[src/logic/seq_consts.svh]
// constants for the touch scan power sequencer
// assumes a 50 MHz system clock and a slow free-running wake clock pin
`ifndef SEQ_CONSTS_SVH
`define SEQ_CONSTS_SVH

// counter width for periods and the idle limit, in wake clock ticks
`define SEQ_CNT_W 16
// wake clock rate; the default is a plain stand-in value
`define WAKE_CLK_HZ 1000
// refresh rates of the slow and the active scan states
`define SLOW_RATE_HZ 8
`define FAST_RATE_HZ 45
// default counts of wake ticks for both periods and the idle fallback
`define SLOW_PERIOD_DEF (`WAKE_CLK_HZ / `SLOW_RATE_HZ)
`define FAST_PERIOD_DEF (`WAKE_CLK_HZ / `FAST_RATE_HZ)
`define IDLE_LIMIT_DEF (`WAKE_CLK_HZ * 2)
// bit positions of the gpio edge select
`define EDGE_RISE_BIT 0
`define EDGE_FALL_BIT 1
// reset value of the pin synchroniser chain
`define SYNC_RST_VAL 3'h0

`endif

[src/logic/seq_pkg.sv]
// types of the touch scan power sequencer
// assumes seq_consts.svh is on the include path
`default_nettype none
`include "seq_consts.svh"

package seq_pkg;

  typedef enum logic [1:0] {
    PM_ACTIVE = 2'b00,
    PM_SLEEP  = 2'b01,
    PM_DEEP   = 2'b10
  } power_mode_t;

  typedef enum logic [2:0] {
    ST_DEEP  = 3'b000,
    ST_START = 3'b001,
    ST_SCAN  = 3'b010,
    ST_EVAL  = 3'b011,
    ST_I2C   = 3'b100
  } seq_state_t;

  typedef enum logic [1:0] {
    KIND_INDIV = 2'b00,
    KIND_GANG  = 2'b01,
    KIND_PROX  = 2'b10
  } scan_kind_t;

  typedef struct packed {
    seq_state_t             state;
    scan_kind_t             kind;
    logic                   fast;
    logic [`SEQ_CNT_W-1:0]  period_cnt;
    logic [`SEQ_CNT_W-1:0]  idle_cnt;
    logic                   tmr_pend;
    logic                   gpio_pend;
    logic                   i2c_pend;
    logic                   scan_pend;
    logic                   scan_start;
    logic                   backlight;
  } seq_regs_t;

  typedef struct packed {
    logic [2:0] sh;
    logic       level;
    logic       rise;
    logic       fall;
  } sync_regs_t;

endpackage

`default_nettype wire

[src/logic/pin_sync3.sv]
// three-stage synchroniser with edge pulses for one pin
// assumes the pin is asynchronous to sys_clk
`default_nettype none
`include "seq_consts.svh"

module pin_sync3 (
  input  wire logic sys_clk,
  input  wire logic sys_rst,
  input  wire logic pin,
  output logic      level,
  output logic      rise,
  output logic      fall
);

  seq_pkg::sync_regs_t sync_reg;
  seq_pkg::sync_regs_t sync_next;

  // a change counts only once stages two and three agree
  always_comb begin
    sync_next = sync_reg;
    sync_next.sh = {sync_reg.sh[1:0], pin};
    sync_next.rise = 1'b0;
    sync_next.fall = 1'b0;
    if (sync_reg.sh[1] == sync_reg.sh[2]) begin
      sync_next.level = sync_reg.sh[2];
      sync_next.rise = sync_reg.sh[2] & ~sync_reg.level;
      sync_next.fall = ~sync_reg.sh[2] & sync_reg.level;
    end
  end

  always_ff @(posedge sys_clk) begin
    if (sys_rst) begin
      sync_reg <= '{sh: `SYNC_RST_VAL, level: 1'b0, rise: 1'b0,
                    fall: 1'b0};
    end else begin
      sync_reg <= sync_next;
    end
  end

  assign level = sync_reg.level;
  assign rise  = sync_reg.rise;
  assign fall  = sync_reg.fall;

endmodule // pin_sync3

`default_nettype wire

[src/logic/touch_scan_power_sequencer.sv]
// power mode sequencer around capacitive touch scanning
// assumes scan hardware and serial block on sys_clk, wake clock on a pin
//
// Overview of operation
// - scan hardware is off in deep sleep; scans start only after waking.
// - periodic wake timer wakes from deep sleep and sets the scan rate.
// - gpio rising, falling or both edges wake the device, selectable.
// - own i2c slave address match wakes the device from deep sleep.
// - after address wake, stay active until results returned, then deep.
// - i2c traffic for other devices never wakes the device.
// - a started scan completes alone while the processor sleeps.
// - scan completion interrupt returns the device from sleep to active.
// - standby scans all wake sensors ganged as one sensor.
// - ganged touch leads to active mode and individual sensor scans.
// - no touch for the idle period returns to ganged standby scanning.
// - proximity mode scans only the proximity sensor on each wake.
// - proximity active keeps active and scans others; else deep sleep.
// - backlight off in standby, on when proximity detects a hand.
// - start in the slow state refreshing at 8 Hz.
// - a touch moves to active scanning at 45 Hz.
// - no touch for the idle period returns to 8 Hz.
// - in sleep the processor clock stops while peripherals keep running.
// - any pending timer, gpio or address wake in deep sleep returns to active.
`default_nettype none
`include "seq_consts.svh"

module touch_scan_power_sequencer #(
  parameter int CNT_W = `SEQ_CNT_W
) (
  input  wire logic             sys_clk,
  input  wire logic             sys_rst,
  input  wire logic             wake_clk_pin,
  input  wire logic             gpio_pin,
  input  wire logic [1:0]       gpio_edge_sel,
  input  wire logic             i2c_addr_match,
  input  wire logic             i2c_done,
  input  wire logic             scan_done,
  input  wire logic             touch_detected,
  input  wire logic             gang_mode,
  input  wire logic             prox_mode,
  input  wire logic [CNT_W-1:0] slow_period,
  input  wire logic [CNT_W-1:0] fast_period,
  input  wire logic [CNT_W-1:0] idle_limit,
  output seq_pkg::power_mode_t  power_mode,
  output logic                  processor_clk_en,
  output logic                  scan_hw_en,
  output logic                  scan_start,
  output logic                  gang_connect,
  output logic                  prox_only,
  output logic                  fast_rate,
  output logic                  backlight_on,
  output logic                  scan_irq_pending
);

  seq_pkg::seq_regs_t seq_reg;
  seq_pkg::seq_regs_t seq_next;

  logic             wake_tick;
  logic             gpio_rise;
  logic             gpio_fall;
  logic             gpio_ev;
  logic             tmr_ev;
  logic [CNT_W-1:0] cur_period;
  logic [CNT_W-1:0] cnt_inc;
  seq_pkg::scan_kind_t standby_kind;

  // wake clock is only sampled; its rising edge is a one-cycle tick
  pin_sync3 u_wake_sync (
    .sys_clk (sys_clk),
    .sys_rst (sys_rst),
    .pin     (wake_clk_pin),
    .level   (),
    .rise    (wake_tick),
    .fall    ()
  );

  // one chain gives both edges; two chains could disagree on the pin
  pin_sync3 u_gpio_sync (
    .sys_clk (sys_clk),
    .sys_rst (sys_rst),
    .pin     (gpio_pin),
    .level   (),
    .rise    (gpio_rise),
    .fall    (gpio_fall)
  );

  // edge selection for the gpio wake
  assign gpio_ev = (gpio_rise & gpio_edge_sel[`EDGE_RISE_BIT]) |
                   (gpio_fall & gpio_edge_sel[`EDGE_FALL_BIT]);

  // period follows the refresh state; zero is treated as one tick
  always_comb begin
    cur_period = seq_reg.fast ? fast_period : slow_period;
    if (cur_period == '0) begin
      cur_period = {{(CNT_W-1){1'b0}}, 1'b1};
    end
  end

  assign cnt_inc = seq_reg.period_cnt + {{(CNT_W-1){1'b0}}, 1'b1};
  assign tmr_ev  = wake_tick && (cnt_inc >= cur_period);

  // standby scan kind from the configured wake strategy
  always_comb begin
    if (prox_mode) begin
      standby_kind = seq_pkg::KIND_PROX;
    end else if (gang_mode) begin
      standby_kind = seq_pkg::KIND_GANG;
    end else begin
      standby_kind = seq_pkg::KIND_INDIV;
    end
  end

  // next state; clears first, event sets last so a set wins a clear
  always_comb begin
    seq_next = seq_reg;
    seq_next.scan_start = 1'b0;
    if (wake_tick) begin
      seq_next.period_cnt = tmr_ev ? '0 : cnt_inc;
      if (seq_reg.fast && seq_reg.idle_cnt != '1) begin
        seq_next.idle_cnt = seq_reg.idle_cnt +
                            {{(CNT_W-1){1'b0}}, 1'b1};
      end
    end
    unique case (seq_reg.state)
      seq_pkg::ST_DEEP: begin
        // address match served first, results go back before scanning
        if (seq_reg.i2c_pend) begin
          seq_next.i2c_pend = 1'b0;
          seq_next.state = seq_pkg::ST_I2C;
        end else if (seq_reg.tmr_pend || seq_reg.gpio_pend) begin
          seq_next.tmr_pend = 1'b0;
          seq_next.gpio_pend = 1'b0;
          if (!seq_reg.fast) begin
            seq_next.kind = standby_kind;
          end
          seq_next.state = seq_pkg::ST_START;
        end
      end
      seq_pkg::ST_START: begin
        seq_next.scan_start = 1'b1;
        seq_next.state = seq_pkg::ST_SCAN;
      end
      seq_pkg::ST_SCAN: begin
        // processor sleeps here until the completion is seen
        if (seq_reg.scan_pend) begin
          seq_next.scan_pend = 1'b0;
          seq_next.state = seq_pkg::ST_EVAL;
        end
      end
      seq_pkg::ST_EVAL: begin
        seq_next.state = seq_pkg::ST_DEEP;
        unique case (seq_reg.kind)
          seq_pkg::KIND_GANG: begin
            if (touch_detected) begin
              seq_next.kind = seq_pkg::KIND_INDIV;
              seq_next.fast = 1'b1;
              seq_next.idle_cnt = '0;
              seq_next.backlight = 1'b1;
              seq_next.state = seq_pkg::ST_START;
            end
          end
          seq_pkg::KIND_PROX: begin
            if (touch_detected) begin
              seq_next.kind = seq_pkg::KIND_INDIV;
              seq_next.fast = 1'b1;
              seq_next.idle_cnt = '0;
              seq_next.backlight = 1'b1;
              seq_next.state = seq_pkg::ST_START;
            end else begin
              seq_next.backlight = 1'b0;
            end
          end
          seq_pkg::KIND_INDIV: begin
            if (touch_detected) begin
              seq_next.fast = 1'b1;
              seq_next.idle_cnt = '0;
              seq_next.backlight = 1'b1;
            end else if (seq_reg.fast &&
                         seq_reg.idle_cnt >= idle_limit) begin
              seq_next.fast = 1'b0;
              seq_next.kind = standby_kind;
              seq_next.backlight = 1'b0;
            end
          end
          default: begin
            seq_next.kind = standby_kind;
          end
        endcase
        // host is served only when no new scan follows; else it waits
        // pending so that a follow-up scan cannot swallow the request
        if (seq_reg.i2c_pend && seq_next.state == seq_pkg::ST_DEEP) begin
          seq_next.i2c_pend = 1'b0;
          seq_next.state = seq_pkg::ST_I2C;
        end
      end
      seq_pkg::ST_I2C: begin
        // stay active until the serial block has returned the results
        if (i2c_done) begin
          seq_next.state = seq_pkg::ST_DEEP;
        end
      end
      default: begin
        seq_next.state = seq_pkg::ST_DEEP;
      end
    endcase
    // event sets win over the clears above
    if (tmr_ev) begin
      seq_next.tmr_pend = 1'b1;
    end
    if (gpio_ev) begin
      seq_next.gpio_pend = 1'b1;
    end
    if (i2c_addr_match) begin
      seq_next.i2c_pend = 1'b1;
    end
    if (scan_done) begin
      seq_next.scan_pend = 1'b1;
    end
  end

  // reset lands in deep sleep, slow state, individual scan, backlight off
  always_ff @(posedge sys_clk) begin
    if (sys_rst) begin
      seq_reg <= '{state: seq_pkg::ST_DEEP, kind: seq_pkg::KIND_INDIV,
                   fast: 1'b0, period_cnt: '0, idle_cnt: '0,
                   tmr_pend: 1'b0, gpio_pend: 1'b0, i2c_pend: 1'b0,
                   scan_pend: 1'b0, scan_start: 1'b0,
                   backlight: 1'b0};
    end else begin
      seq_reg <= seq_next;
    end
  end

  // power mode decoded from the sequencer state
  always_comb begin
    unique case (seq_reg.state)
      seq_pkg::ST_DEEP: power_mode = seq_pkg::PM_DEEP;
      seq_pkg::ST_SCAN: power_mode = seq_pkg::PM_SLEEP;
      default:          power_mode = seq_pkg::PM_ACTIVE;
    endcase
  end

  assign processor_clk_en = (power_mode == seq_pkg::PM_ACTIVE);
  assign scan_hw_en       = (power_mode != seq_pkg::PM_DEEP);
  assign scan_start       = seq_reg.scan_start;
  assign gang_connect     = (seq_reg.kind == seq_pkg::KIND_GANG);
  assign prox_only        = (seq_reg.kind == seq_pkg::KIND_PROX);
  assign fast_rate        = seq_reg.fast;
  assign backlight_on     = seq_reg.backlight;
  assign scan_irq_pending = seq_reg.scan_pend;
endmodule // touch_scan_power_sequencer

`default_nettype wire

[config.mk]
export PLATFORM = sky130hd
export DESIGN_NAME = touch_scan_power_sequencer
export DESIGN_NICKNAME = d
export VERILOG_FILES = /design/src/logic/seq_pkg.sv /design/src/logic/pin_sync3.sv /design/src/logic/touch_scan_power_sequencer.sv
export VERILOG_INCLUDE_DIRS = /design/src /design/src/logic
export SDC_FILE = /design/constraint.sdc
export NUM_CORES = 1
export LEC_CHECK = 0
export ABC_AREA = 1
export BUFFER_PORTS_ARGS = -buffer_cell sky130_fd_sc_hd__buf_4
export CAP_MARGIN = 15
export CORE_ASPECT_RATIO = 0.6
export CORE_MARGIN = 8
export CORE_UTILIZATION = 55
export DETAILED_ROUTE_END_ITERATION = 16
export PLACE_DENSITY = 0.8
export SKIP_LAST_GASP = 1
export SYNTH_ARGS = -nofsm -noshare
export SYNTH_HDL_FRONTEND = slang
export SYNTH_SLANG_ARGS = --single-unit
[constraint.sdc]
create_clock -name sys_clk -period 2.8 [get_ports sys_clk]
set_input_delay 0.56 -clock sys_clk [delete_from_list [all_inputs] [get_ports sys_clk]]
set_output_delay 0.56 -clock sys_clk [all_outputs]
set_load 0.01 [all_outputs]
==> results.yml <==
floorplan:
  dieWidth_um: 124
  design.die.area_um2: 9980
  die_height_um: 80.7
  ios: 70
  rows: 23
  start_util: 0.571
  coreArea_um2: 6710
worst_setup_path:
  cp_data_required_time_ps: 3020
  rr_startpoint: "seq_reg[23]"
  reg2reg_depth: 18
  worstSetupStartpointType: "register"
  worst_path_most_repeated_cell: "nand2_4"
  crit_fanout: 10
  cpMaxStageDelayCell: "dfxtp_2"
  critPathTopFamily: "simple AND/OR/NAND/NOR gates"
  slowest_delay_ps: 360
  crit_chain: "ha_2, nand2_1, nor2_4, nand3_4, nor2_4, nand2_4, nor3_2, xor2_1, ha_1, nand2_1, inv_1, nand3_2, inv_1, a21oi_2, nand3_2, nand2_4, nand2_4, a21oi_1"
  path_class: "reg2reg"
  cp.depth: 18
  cp_data_arrival_time_ps: 2950
  regToRegEndpoint: "seq_reg[26]"
  crit_start: "seq_reg[23]"
  setup.worst_path.end_class: "register"
  r2r_setup_slack_ps: 70
  critical_path_buf_inv_count: 2
synth:
  synth_xor_area_frac: 0.0503
  synthAdderAreaFrac: 0.124
  synth_ff_type: "dfxtp_1"
  synth_top_area_cell: "dfxtp_1"
  yosys_register_bits: 55
  yosysMostFrequentCell: "nand2_1"
  synthTopCellsByCount: "128 x nand2_1, 84 x inv_1, 60 x nor2_1"
  synth_top_area_share: 0.287
  synth_compound_area_frac: 0.113
  syn_nets: 657
  syn_inst: 559
  synth.cell_area_um2: 3830
  synth_top_family_by_area: "simple AND/OR/NAND/NOR gates"
  synth_area_leaders: "dfxtp_1 29%, nand2_1 13%, ha_1 12%"
  yosysUniqueCellTypes: 41
  seq_area_frac_synth: 0.287
  yosys_warnings: 0
  synth_simple_gate_area_share: 0.298
  syn_avg_cell_area_um2: 6.85
  synth-edff-count: 0
  muxShareOfSynthArea: 0.0235
  synthArstFlopShare: 0
global_route:
  grt_pass1_wl_um: 16300
  grt_pass1_vias: 3581
  track_usage: 0.200
  grt_max_degree: 24
  grt_overflow: 0
  antenna_found_initial: 0
detailed_routing:
  viasPerCell: 5.23
  finalWirelength_um: 10300
  firstDrtPassIters: 5
  wl_per_cell_um: 14.1
  vias: 3829
  route.detailed.drc: 0
  drt.antenna.violating_nets: 0
  drtIter0Drc: 284
sta:
  hold_viol: 0
  max-slew-margin-rel: 0.556
  min_period_ps: 2730
  tns_ps: 0
  skew_ps: 6.15
  fmax_mhz: 366
  whs_ps: 403
  finalCritPeriodShare: 0.976
  drv_slew: 0
  worst_pin_slew_ps: 666
  setup_viol: 0
worst_hold_path:
  min_delay_worst_endpoint: "u_wake_sync.sync_next[5]"
  hold_start: "u_wake_sync.sync_next[4]"
  hold_class: "reg2reg"
  worstHoldPathCells: 2
cells_and_area:
  n_fill_cell: 534
  largest_register_ffs: 40
  layout-drive-gt1-share: 0.240
  area_delta_synth_final_pct: 26.5
  layout.nets: 742
  num_antenna_cells: 0
clock_network:
  cts-root-buf: "clkbuf_16"
  clk_latency_ps: 290
  numCtsBuffers: 5
  cts-htree-levels: 2
  clkSlewWorstSetupHoldPaths_ps: 70
  cts_hold_buf: 0
  cts.sinks: 55
  cts_max_path_buffers: 2
  cts_tree: "done"
pwr:
  ir_worst_vdd_mv: 0.346
  combPwrFrac: 0.225
  power.density_nw_per_um2: 386
  p_int_uw: 1330
  p_sw_uw: 541
  p_leak_uw: 0.00241
  sequentialPowerShare: 0.444
  clkPwrFrac: 0.331
  sw_frac_of_total: 0.289
placement:
  dpl.hpwl_um: 7890
  place.gp.congestion: 0.966
  io_buffers: 69
run_status:
  status: "finished, final reports clean"
flow_run:
  cap_violations: 0
timing repair:
action | 4_1_cts | 5_1_grt
endpoints found under the setup margin | 17 | 17
resized for setup | 7 | 33
pin swaps | 0 | 15
gates cloned | 0 | 0
buffers inserted | 0 | 9
worst max path at each step:
stage             endpoint  slack (ps)
2_1_floorplan  seq_reg[22]         310
3_3_place_gp   seq_reg[28]        -100
3_5_place_dp   seq_reg[23]        -290
4_1_cts        seq_reg[24]           8
5_1_grt        seq_reg[26]         -70
6_report       seq_reg[26]          70
worst reg2reg max path, cell delays in order (launching register included):
cell and delay [ps]:
dfxtp_2 360, ha_2 190, nand2_1 90, nor2_4 150
nand3_4 100, nor2_4 150, nand2_4 90, nor3_2 130
xor2_1 230, ha_1 270, nand2_1 70, inv_1 50
nand3_2 100, inv_1 70, a21oi_2 150, nand3_2 100
nand2_4 100, nand2_4 100, a21oi_1 140
layout make-up:
cell class | instances | area (um^2) | share of cell area
clock buffer | 6 | 129 | 0.0266
clock inverter | 2 | 12.5 | 0.00258
inverter | 91 | 352 | 0.0726
multi-input combinational | 403 | 2460 | 0.507
sequential | 55 | 1110 | 0.230
tap | 87 | 109 | 0.0225
timing repair buffer | 88 | 673 | 0.139
cells in the final DEF (no fill, tap or decap), types with 2 or more instances in the layout:
cell and n:
nand2_4 4, dfxtp_4 2, nand3_1 18, nor3_2 3, ha_1 36, nand3_2 5, nand4_1 13, o21ai_0 18
nand2_2 6, a21oi_1 39, or2_2 4, clkbuf_16 5, nor2_4 2, inv_4 2, o21ai_1 6, o211ai_1 3
mux2i_1 7, dfxtp_2 5, nand2_1 125, nor3_1 7, nor2_2 6, dfxtp_1 48, nor2_1 57, xor2_1 22
clkinvlp_4 2, buf_4 87, a21oi_2 4, clkinv_2 2, inv_1 81, inv_2 5
stage by stage:
step	worst slack, ps	total power [uW]	std cells	utilization	area, um^2
6_report	67.1	1870	732	0.723	4850
5_1_grt	-71.8	1960	732	0.723	4850
4_1_cts	8.04	1860	723	0.695	4660
3_5_place_dp	-285	1260	715	0.670	4490
3_3_place_gp	-102	1240	715	0.670	4490
2_1_floorplan	305	1080	559	-	3830
power by group through the flow:
stage,Clock [uW],Sequential (uW),Combinational (uW)
after floorplan,0,846,233
after global placement,0,848,395
after detailed placement,0,849,407
after CTS,623,831,411
after global routing,658,833,472
final,619,830,420
layer usage:
layer / GRT usage / vias to the layer above / share of wire
li1: - / 1969 / -
met4: 0.0323 / 0 / 0.0084
met2: 0.299 / 141 / 0.42
met3: 0.0476 / 12 / 0.099
met1: 0.287 / 1707 / 0.48
met5: 0 / - / 0
cell families (layout without fill, tap and decap cells):
kind of cell | Yosys count | in the layout
and+or+nand+nor | 256 | 256
AOI/OAI and AO/OA | 78 | 78
xor gates and xnor gates | 22 | 22
DFF | 55 | 55
muxes | 9 | 9
buffers and inverters | 101 | 187
adders and majority gates | 38 | 38
(Power assumes the default switching activity.)
